## src/shared/stream_port_pkg.sv

```systemverilog
package stream_port_pkg;
	localparam int          DATA_W        = 64;
	localparam int          KEEP_W        = 8;
	localparam int          USER_W        = 32;
	localparam int          RAW_USER_W    = 8;
	localparam logic [7:0]  KEEP_ALL      = 8'hFF;
	localparam int          SRC_ID_HI     = 31;
	localparam int          SRC_ID_LO     = 16;
	localparam int          DST_ID_HI     = 15;
	localparam int          DST_ID_LO     = 0;
	localparam int          CRIT_FLOW_BIT = 1;
	localparam int          ID_W          = 16;
	localparam int          ID8_W         = 8;
	localparam int          ID_COUNT      = 2;
	// request beat packing: data, keep, last, user
	localparam int          BEAT_W        = DATA_W + KEEP_W + 1 + USER_W;
	// apb register map
	localparam logic [11:0] CTRL_ADDR     = 12'h000;
	localparam logic [11:0] STATUS_ADDR   = 12'h004;
	localparam logic [11:0] REQ_CNT_ADDR  = 12'h008;
	localparam logic [11:0] RESP_CNT_ADDR = 12'h00C;
	localparam int          CTRL_RAW_BIT  = 0;
	localparam int          CTRL_ID8_BIT  = 1;
	localparam int          CTRL_CRIT_BIT = 2;
	localparam logic [2:0]  CTRL_RESET    = 3'h0;
	localparam int          ST_REQ_MID    = 0;
	localparam int          ST_RESP_MID   = 1;
	localparam int          ST_BUF_FULL   = 2;
	localparam int          ST_BUF_EMPTY  = 3;
	localparam int          ST_RESP_ERR   = 4;
	localparam int          CNT_W         = 16;
endpackage

```

## src/beat_buffer.sv

```systemverilog
`timescale 1ns/1ps
`default_nettype none
// two-entry skid buffer; output data is muxed from the two entries by the read pointer
module beat_buffer #(
	parameter int WIDTH = 8,
	parameter int DEPTH = 2
) (
	input  wire logic             clk,
	input  wire logic             reset_n,
	input  wire logic             in_valid,
	output logic                  in_ready,
	input  wire logic [WIDTH-1:0] in_data,
	output logic                  out_valid,
	input  wire logic             out_ready,
	output logic      [WIDTH-1:0] out_data,
	output logic                  full,
	output logic                  empty
);
	if (DEPTH != 2 || WIDTH < 1) begin : g_bad_params
		$error("beat_buffer serves only two entries");
	end

	logic [WIDTH-1:0] mem_reg [DEPTH];
	logic             wptr_reg;
	logic             rptr_reg;
	logic [1:0]       count_reg;
	logic [1:0]       count_next;
	logic             push;
	logic             pop;

	assign push = in_valid && in_ready;
	assign pop  = out_valid && out_ready;
	assign count_next = 2'(count_reg + {1'b0, push} - {1'b0, pop});
	assign out_valid = (count_reg != 2'd0);
	assign full  = (count_reg == 2'd2);
	assign empty = (count_reg == 2'd0);
	assign out_data = mem_reg[rptr_reg];

	always_ff @(posedge clk) begin
		if (push)
			mem_reg[wptr_reg] <= in_data;
	end

	always_ff @(posedge clk or negedge reset_n) begin
		if (!reset_n) begin
			wptr_reg  <= 1'b0;
			rptr_reg  <= 1'b0;
			count_reg <= 2'd0;
			in_ready  <= 1'b0;
		end else begin
			// ready is a flop so the link side never sees a combinational path
			in_ready <= (count_next != 2'd2);
			if (push)
				wptr_reg <= ~wptr_reg;
			if (pop)
				rptr_reg <= ~rptr_reg;
			count_reg <= count_next;
		end
	end
endmodule
`default_nettype wire

```

## src/target_stream_port_pair.sv

```systemverilog
// Design decisions made here: register access over APB and the address map.
`timescale 1ns/1ps
`default_nettype none
// Behaviour
// - header-encoded format: outbound request keep is all ones every beat
// - raw format: outbound request keep all ones except on the final beat
// - keep bit 7 covers data 63:56, bit 0 covers data 7:0
// - header-encoded sideband: source id 31:16, destination id 15:0, first beat
// - with 8-bit ids the upper byte of each id slot is zero
// - sideband on beats after the first is meaningless and ignored
// - raw format request sideband is 8 bits, bit 1 is critical flow
// - last-beat marker on exactly the final beat of each packet
// - beat moves only when valid and ready are both high
// - 64-bit data bus carries header in leading beats, then payload
module target_stream_port_pair
	import stream_port_pkg::*;
(
	input  wire logic                clk,
	input  wire logic                reset_n,
	// apb slave
	input  wire logic                psel,
	input  wire logic                penable,
	input  wire logic                pwrite,
	input  wire logic [11:0]         paddr,
	input  wire logic [31:0]         pwdata,
	output logic      [31:0]         prdata,
	output logic                     pready,
	output logic                     pslverr,
	// requests arriving from the link side
	input  wire logic                link_req_valid,
	output logic                     link_req_ready,
	input  wire logic [DATA_W-1:0]   link_req_data,
	input  wire logic                link_req_last,
	input  wire logic [KEEP_W-1:0]   link_req_keep,
	input  wire logic [ID_W-1:0]     link_req_src_id,
	input  wire logic [ID_W-1:0]     link_req_dst_id,
	input  wire logic                link_req_crit_flow,
	// outbound request channel to user logic
	output logic                     treq_valid,
	input  wire logic                treq_ready,
	output logic      [DATA_W-1:0]   treq_data,
	output logic      [KEEP_W-1:0]   treq_keep,
	output logic                     treq_last,
	output logic      [USER_W-1:0]   treq_user,
	// inbound response channel from user logic
	input  wire logic                tresp_valid,
	output logic                     tresp_ready,
	input  wire logic [DATA_W-1:0]   tresp_data,
	input  wire logic [KEEP_W-1:0]   tresp_keep,
	input  wire logic                tresp_last,
	input  wire logic [USER_W-1:0]   tresp_user,
	// responses toward the link side
	output logic                     link_resp_valid,
	input  wire logic                link_resp_ready,
	output logic      [DATA_W-1:0]   link_resp_data,
	output logic      [KEEP_W-1:0]   link_resp_keep,
	output logic                     link_resp_last,
	output logic                     link_resp_first,
	output logic      [ID_W-1:0]     link_resp_src_id,
	output logic      [ID_W-1:0]     link_resp_dst_id,
	output logic                     link_resp_crit_flow
);
	logic [2:0]        ctrl_reg;
	logic              req_mid_reg;
	logic              resp_mid_reg;
	logic              resp_err_reg;
	logic [CNT_W-1:0]  req_cnt_reg;
	logic [CNT_W-1:0]  resp_cnt_reg;
	logic              raw_mode;
	logic              id8_mode;
	logic              crit_en;

	assign raw_mode = ctrl_reg[CTRL_RAW_BIT];
	assign id8_mode = ctrl_reg[CTRL_ID8_BIT];
	assign crit_en  = ctrl_reg[CTRL_CRIT_BIT];

	function automatic logic [ID_W-1:0] fit_id(input logic [ID_W-1:0] id, input logic narrow);
		fit_id = narrow ? {{(ID_W-ID8_W){1'b0}}, id[ID8_W-1:0]} : id;
	endfunction

	// counters wrap silently; software works on deltas
	function automatic logic [CNT_W-1:0] bump(input logic [CNT_W-1:0] v);
		bump = CNT_W'(v + 1'b1);
	endfunction

	// lane mapping assumes one keep bit per data byte
	if (KEEP_W * 8 != DATA_W || USER_W < 2 * ID_W || RAW_USER_W > USER_W) begin : g_bad_widths
		$error("stream widths do not fit the lane mapping");
	end

	function automatic logic [KEEP_W-1:0] keep_for(input logic raw, input logic last,
	                                               input logic [KEEP_W-1:0] keep);
		keep_for = (raw && last) ? keep : KEEP_ALL;
	endfunction

	// ---------------- request path ----------------
	logic              req_first;
	logic [KEEP_W-1:0] req_keep_fmt;
	logic [USER_W-1:0] req_user_fmt;
	logic [BEAT_W-1:0] req_beat_in;
	logic [BEAT_W-1:0] req_beat_out;
	logic              buf_out_valid;
	logic              buf_out_ready;
	logic              buf_full;
	logic              buf_empty;

	assign req_first = !req_mid_reg;

	always_comb begin
		req_keep_fmt = keep_for(raw_mode, link_req_last, link_req_keep);
		req_user_fmt = '0;
		if (req_first) begin
			if (raw_mode) begin
				req_user_fmt[CRIT_FLOW_BIT] = link_req_crit_flow;
			end else begin
				req_user_fmt[SRC_ID_HI:SRC_ID_LO] = fit_id(link_req_src_id, id8_mode);
				req_user_fmt[DST_ID_HI:DST_ID_LO] = fit_id(link_req_dst_id, id8_mode);
			end
		end
	end

	// lanes kept in place, header beats lead
	assign req_beat_in = {link_req_data, req_keep_fmt, link_req_last, req_user_fmt};

	beat_buffer #(
		.WIDTH (BEAT_W),
		.DEPTH (2)
	) req_buf (
		.clk       (clk),
		.reset_n   (reset_n),
		.in_valid  (link_req_valid),
		.in_ready  (link_req_ready),
		.in_data   (req_beat_in),
		.out_valid (buf_out_valid),
		.out_ready (buf_out_ready),
		.out_data  (req_beat_out),
		.full      (buf_full),
		.empty     (buf_empty)
	);

	// output stage register so every port comes from a flop
	// hold until accepted
	assign buf_out_ready = !treq_valid || treq_ready;

	always_ff @(posedge clk or negedge reset_n) begin
		if (!reset_n) begin
			treq_valid <= 1'b0;
			treq_data  <= '0;
			treq_keep  <= KEEP_ALL;
			treq_last  <= 1'b0;
			treq_user  <= '0;
		end else if (buf_out_ready) begin
			treq_valid <= buf_out_valid;
			if (buf_out_valid) begin
				treq_data <= req_beat_out[BEAT_W-1 -: DATA_W];
				treq_keep <= req_beat_out[USER_W+1 +: KEEP_W];
				// last marker passes with its beat
				treq_last <= req_beat_out[USER_W];
				treq_user <= req_beat_out[USER_W-1:0];
			end
		end
	end

	// packet position on the link side, taken on accepted beats
	always_ff @(posedge clk or negedge reset_n) begin
		if (!reset_n)
			req_mid_reg <= 1'b0;
		else if (link_req_valid && link_req_ready)
			req_mid_reg <= !link_req_last;
	end

	// ---------------- response path ----------------
	logic resp_take;
	logic resp_first;
	logic resp_bad;

	// accept only when the outgoing stage can move
	assign resp_take  = tresp_valid && tresp_ready;
	assign resp_first = !resp_mid_reg;
	// flag a user beat that breaks the keep or flag rules
	assign resp_bad = (tresp_keep != keep_for(raw_mode, tresp_last, tresp_keep))
	               || (raw_mode && resp_first && !crit_en && tresp_user[CRIT_FLOW_BIT]);

	always_ff @(posedge clk or negedge reset_n) begin
		if (!reset_n)
			tresp_ready <= 1'b0;
		else
			tresp_ready <= !(link_resp_valid && !link_resp_ready) && !resp_take;
	end

	always_ff @(posedge clk or negedge reset_n) begin
		if (!reset_n) begin
			link_resp_valid     <= 1'b0;
			link_resp_data      <= '0;
			link_resp_keep      <= KEEP_ALL;
			link_resp_last      <= 1'b0;
			link_resp_first     <= 1'b0;
			link_resp_src_id    <= '0;
			link_resp_dst_id    <= '0;
			link_resp_crit_flow <= 1'b0;
		end else if (resp_take) begin
			link_resp_valid <= 1'b1;
			link_resp_data  <= tresp_data;
			link_resp_keep  <= keep_for(raw_mode, tresp_last, tresp_keep);
			link_resp_last  <= tresp_last;
			link_resp_first <= resp_first;
			// sideband only sampled on first beat
			if (resp_first) begin
				if (raw_mode) begin
					link_resp_src_id    <= '0;
					link_resp_dst_id    <= '0;
					link_resp_crit_flow <= crit_en && tresp_user[CRIT_FLOW_BIT];
				end else begin
					link_resp_src_id    <= fit_id(tresp_user[SRC_ID_HI:SRC_ID_LO], id8_mode);
					link_resp_dst_id    <= fit_id(tresp_user[DST_ID_HI:DST_ID_LO], id8_mode);
					link_resp_crit_flow <= 1'b0;
				end
			end
		end else if (link_resp_ready) begin
			link_resp_valid <= 1'b0;
		end
	end

	always_ff @(posedge clk or negedge reset_n) begin
		if (!reset_n)
			resp_mid_reg <= 1'b0;
		else if (resp_take)
			resp_mid_reg <= !tresp_last;
	end

	// ---------------- counters ----------------
	always_ff @(posedge clk or negedge reset_n) begin
		if (!reset_n)
			req_cnt_reg <= '0;
		else if (treq_valid && treq_ready && treq_last)
			req_cnt_reg <= bump(req_cnt_reg);
	end

	always_ff @(posedge clk or negedge reset_n) begin
		if (!reset_n)
			resp_cnt_reg <= '0;
		else if (resp_take && tresp_last)
			resp_cnt_reg <= bump(resp_cnt_reg);
	end

	// ---------------- apb slave ----------------
	logic        apb_access;
	logic        status_w1c;
	logic [31:0] status_word;

	// status bits placed by their package positions
	always_comb begin
		status_word               = '0;
		status_word[ST_REQ_MID]   = req_mid_reg;
		status_word[ST_RESP_MID]  = resp_mid_reg;
		status_word[ST_BUF_FULL]  = buf_full;
		status_word[ST_BUF_EMPTY] = buf_empty;
		status_word[ST_RESP_ERR]  = resp_err_reg;
	end

	// zero wait states: each access completes in its first access cycle
	assign apb_access = psel && penable;
	assign status_w1c = apb_access && pwrite && paddr == STATUS_ADDR && pwdata[ST_RESP_ERR];

	always_ff @(posedge clk or negedge reset_n) begin
		if (!reset_n)
			ctrl_reg <= CTRL_RESET;
		else if (apb_access && pwrite && paddr == CTRL_ADDR)
			ctrl_reg <= pwdata[2:0];
	end

	// sticky error: a new offence wins over the clear
	always_ff @(posedge clk or negedge reset_n) begin
		if (!reset_n)
			resp_err_reg <= 1'b0;
		else if (resp_take && resp_bad)
			resp_err_reg <= 1'b1;
		else if (status_w1c)
			resp_err_reg <= 1'b0;
	end

	always_ff @(posedge clk or negedge reset_n) begin
		if (!reset_n) begin
			pready  <= 1'b0;
			pslverr <= 1'b0;
			prdata  <= '0;
		end else begin
			pready  <= psel && !penable;
			pslverr <= 1'b0;
			prdata  <= '0;
			if (psel && !penable) begin
				unique case (paddr)
					CTRL_ADDR:     prdata <= {29'h0, ctrl_reg};
					STATUS_ADDR:   prdata <= status_word;
					REQ_CNT_ADDR:  prdata <= {16'h0, req_cnt_reg};
					RESP_CNT_ADDR: prdata <= {16'h0, resp_cnt_reg};
					default:       pslverr <= 1'b1;
				endcase
			end
		end
	end
endmodule
`default_nettype wire
```

## config.mk

```make
export PLATFORM = sky130hd
export DESIGN_NAME = target_stream_port_pair
export DESIGN_NICKNAME = d
export VERILOG_FILES = /design/src/shared/stream_port_pkg.sv /design/src/beat_buffer.sv /design/src/target_stream_port_pair.sv
export SDC_FILE = /design/constraint.sdc
export NUM_CORES = 1
export LEC_CHECK = 0
export ABC_CLOCK_PERIOD_IN_PS = 15820
export BUFFER_PORTS_ARGS = -buffer_cell sky130_fd_sc_hd__buf_2
export CORE_ASPECT_RATIO = 0.7
export CORE_MARGIN = 5
export CORE_UTILIZATION = 56
export CTS_CLUSTER_SIZE = 25
export DETAILED_ROUTE_END_ITERATION = 8
export HOLD_SLACK_MARGIN = 0.03
export PLACE_DENSITY = 0.88
export SLEW_MARGIN = 20
export SYNTH_ARGS = -nofsm -noshare
export SYNTH_HDL_FRONTEND = slang
export SYNTH_SLANG_ARGS = --single-unit
```

## constraint.sdc

```tcl
create_clock -name clk -period 15.82 [get_ports clk]
set_input_delay 2.373 -clock clk [delete_from_list [all_inputs] [get_ports clk]]
set_output_delay 2.373 -clock clk [all_outputs]
set_load 0.01 [all_outputs]
```

Word-level counts from Yosys, hierarchy flattened
Memory sizes are Yosys's and may differ from the RTL's. A register that Yosys moved wholly into a read port is not among the register bits.
Cells that the tools add are included.
{ "word_totals": {"regBits": 187, "latch_bits": 0, "mem_bits_rw": 210, "rom_bits": 0, "inputBits": 264, "output_inout_bits": 250, "wordCells": 101, "n_memories": 1} }
{ "classes": {"add_sub_neg": 4, "multipliers": 0, "div_mod_pow": 0, "n_lt_le_gt_ge": 0, "n_eq_ne": 6, "n_shift": 0, "mux": 23, "bitwise": 3, "n_reduce_logical": 41} }
{ "memory_table": {"columns": ["memory", "depth", "word_bits", "rd", "rd_ports_with_merged_regs", "write_ports", "line", "text"], "rows": [
  ["req_buf.mem_reg", 2, 105, 1, 1, 1, "beat_buffer.sv:23", "logic [WIDTH-1:0] mem_reg [DEPTH];"]
]} }
{ "ops": {"columns": ["operator", "n"], "rows": [
  ["$mux W16", 7],
  ["$pmux W16 S4", 1],
  ["$add A16 B1 Y16 const B", 2],
  ["$mux W32", 1],
  ["$mux W30", 1],
  ["$eq A12 B4 Y1 const B", 2],
  ["$logic_and A1 B1 Y1", 21],
  ["$mux W8", 2],
  ["$eq A12 B3 Y1 const B", 1],
  ["$logic_not A12 Y1", 1],
  ["$mux W1", 11],
  ["$logic_not A1 Y1", 10],
  ["$ne A8 B8 Y1", 1],
  ["$reduce_bool A2 Y1", 3],
  ["$reduce_and A2 Y1", 2],
  ["$reduce_or A4 Y1", 1],
  ["$not A1 Y1", 3],
  ["$add A2 B1 Y2", 1],
  ["$eq A2 B2 Y1 const B", 1],
  ["$logic_not A2 Y1", 1],
  ["$logic_or A1 B1 Y1", 2],
  ["$ne A2 B2 Y1 const B", 1],
  ["$sub A2 B1 Y2", 1]
]} }

Longest topological paths before layout
{ "logic_depth": {"depth_word": 7, "ltp_mapped": 10, "ltp_nobuf": 8} }

Cells and area by module
A second synthesis with hierarchy kept.
{ "unflattened": {"hier_cells": 1290, "hier_area_um2": 18951.9} }
{ "modules_own_cells": {"columns": ["module", "n_inst", "cells_each", "area_per_inst_um2", "seq_area_each_um2"], "rows": [
  ["target_stream_port_pair", 1, 941, 10969.3, 6801.5],
  ["beat_buffer", 1, 349, 7982.7, 6431.2]
]} }

Worst setup path after synthesis
OpenSTA, ideal clock, no wires.
{ "synth_path": {"path_type": "input to register", "from": "input link_req_valid", "to": "memory req_buf.mem_reg[0][0] (netlist name) (enable)", "setup_ns": 0.570, "arrival_ns": 6.866, "required_time_ns": 15.250, "slack_ns": 8.384, "path_stages": 2, "path_buffers": 0, "path_cell_list": "nand2_1 nor2_1"} }
{ "synth_between": {"elab_chain_len": 3} }
{ "synth_lines": {"columns": ["item", "line", "text"], "rows": [
  ["start: declaration", "target_stream_port_pair.sv:30", "input wire logic link_req_valid,"],
  ["$logic_and A1 B1 Y1", "beat_buffer.sv:31", "assign push = in_valid && in_ready;"],
  ["$mux W1", "beat_buffer.sv:40", "if (push)"],
  ["$mux W1 (implied by the code)", "beat_buffer.sv:41", "mem_reg[wptr_reg] <= in_data;"],
  ["end: declaration", "beat_buffer.sv:23", null]
]} }
No other way between the ends.

==> metrics.yaml <==
yosysMostFrequentCell: "dfrtp_1"
wl_per_cell_um: 21.3
seq_area_frac_synth_pct: 72.1
grt_setup_unrepaired: "false"
cts_setup_buffers: 0
insertion_delay_ns: 0.54
syn_to_final_growth_pct: 23.2
antenna_found_initial: 16
largest_reg_flops: 210
dp_hpwl_um: 34000
ys.flop_type: "dfrtp_1"
synth_edf_count: 210
vias: 12651
rows: 55
synth_common_cells: "dfrtp_1 (260), nand2_1 (259), edfxtp_1 (210)"
first_iter_violations: 1039
synth_top_area_share_pct: 35.5
core_mm2: 0.0323
die_w_um: 226
yosys.area_share.adder_pct: 0.273
mappedNetlistArea_mm2: 0.0184
cts_tree: "done"
firstDrtPassIters: 5
drc: 0
cp.arrival_ns: 4.46
synth_area_leaders: "dfrtp_1 (35%), edfxtp_1 (34%), mux2i_1 (6.4%)"
max_cap_viol_count: 0
pin_count: 514
skew_ns: 0.0174
dieHeight_um: 161
fin_crit_sh_pct: 25.5
reg2regPathDepth: 3
hold_buffers: 0
grt_max_degree: 212
postRouteAntennaNets: 0
htree_levels: 2
synth_top_family_by_area: "simple AND/OR/NAND/NOR gates"
clk_path_buf_depth: 3
cp.required_ns: 16.24
grt_pass1_vias: 13181
utilization_pct: 69.9
place_area_mm2: 0.0210
yosysWarnings: 0
leakage_nw: 10.3
ys_types: 44
groute.usage.overall_pct: 26.7
syn-instance-count: 1406
synthXorXnorAreaFrac_pct: 1.62
cts.sink_count: 486
clk_pin_slew_ns: 0.06
layout.nets: 2134
muxShareOfSynthArea_pct: 7.11
cts_root_buffer: "clkbuf_16"
setup_viol_count_final: 0
worst_setup_path_start_kind: "input port"
synth-compound-area-share_pct: 4.54
tns_ns: 0
ys_ff_latch: 486
hold_viol: 0
die_area_mm2: 0.0365
worst_slew_pin_slew_ns: 1.07
post-route-min-period_ns: 4.04
hold_depth: 2
report.final.slew_viol_count: 0
slew_headroom_pct: 28.7
routed_wl_um: 49900
critPathCaptureType: "asynchronous set/reset pin"
synth_top_area_cell: "dfrtp_1"
avgSynthCellArea_um2: 13.1
synthArstFlopShare_pct: 56.8
start_util_pct: 56.7
outcome: "completed"
synthSimpleGateAreaFrac_pct: 12.0
cts_made_buffers: 45
ctsResizeCount: 0
design_area_mm2: 0.0226
critPathKind: "in2async"
grt_pass1_wl_um: 75500
peakVddDrop_mv: 0.195
routabilityCongestion: 0.863
cp_max_fo: 92
drt-vias-per-instance: 5.40
holdWs_ns: 0.470
fmax_mhz: 247
p_per_area_mw_per_mm2: 179
grt_overflow: 0
hp-class: "reg2reg"
portBuffers: 469
layout-drive-gt1-share_pct: 31.3
## per-layer routing
| layer | wire length (µm) | global-route usage [%] | up-vias |
|---|---|---|---|
| met5 | 24 | 0 | - |
| met4 | 1620 | 10.0 | 4 |
| met2 | 25800 | 45.1 | 500 |
| met3 | 4210 | 7.45 | 99 |
| met1 | 18300 | 33.1 | 6312 |
| li1 | - | - | 5736 |
## kinds of logic after synthesis
| kind of cell | count (synthesis) |
|---|---|
| and+or+nand+nor | 504 |
| buffers and inverters | 93 |
| DFF | 486 |
| AOI/OAI and AO/OA | 157 |
| muxes | 127 |
| adders and majority gates | 4 |
| other | 1 |
| xor gates and xnor gates | 34 |
## critical path: stages
cell and delay, ns:
buf_8 0.50, buf_4 0.60, buf_4 0.81
## stage by stage
stage	cells	worst slack (ns)	total power, mW
2_1_floorplan	1421	8.38	2.48
3_3_place_gp	2246	11.13	2.87
3_5_place_dp	2246	11.11	2.94
4_1_cts	2330	11.72	4.07
5_1_grt	2344	11.36	4.25
6_report	2344	11.78	4.04
## power breakdown
group | total, mW | switching (mW) | internal (mW)
clock network | 1.12 | 0.463 | 0.652
logic | 1.04 | 0.643 | 0.399
registers | 1.88 | 0.204 | 1.68
total | 4.04 | 1.31 | 2.73
## cell type report
type	instances	area (µm²)
Tap cell	427	534
Antenna cell	14	35.0
Sequential cell	486	13200
Timing Repair Buffer	481	2460
Clock buffer	60	1280
Inverter	10	37.5
Multi-Input combinational cell	842	4780
Clock inverter	24	253
Fill cell	2160	9730
## path summary, 6_finish.rpt
check / endpoint / slack (ns) / startpoint
min: link_resp_data[47] / 0.47 / link_resp_data[47]
max: req_buf.rptr_reg / 11.78 / reset_n
max reg2reg: treq_user[2] / 13.14 / req_buf.rptr_reg
min reg2reg: link_resp_data[47] / 0.47 / link_resp_data[47]
max in group clk: ctrl_reg[0] / 11.92 / paddr[1]
min in group asynchronous: treq_data[20] / 1.83 / reset_n
## cell usage in the layout (no fill, tap or decap), drive strengths merged, types with 16 or more instances in the layout
master and count:
nand2 259, and2 33, edfxtp 210, buf 481, nor2 132, mux2i 118, o21ai 37, clkbuf 60
a21oi 106, dfrtp 260, conb 16, xnor2 26, dfstp 16, nand2b 18
Note: power is estimated with default switching activity, not from simulation.
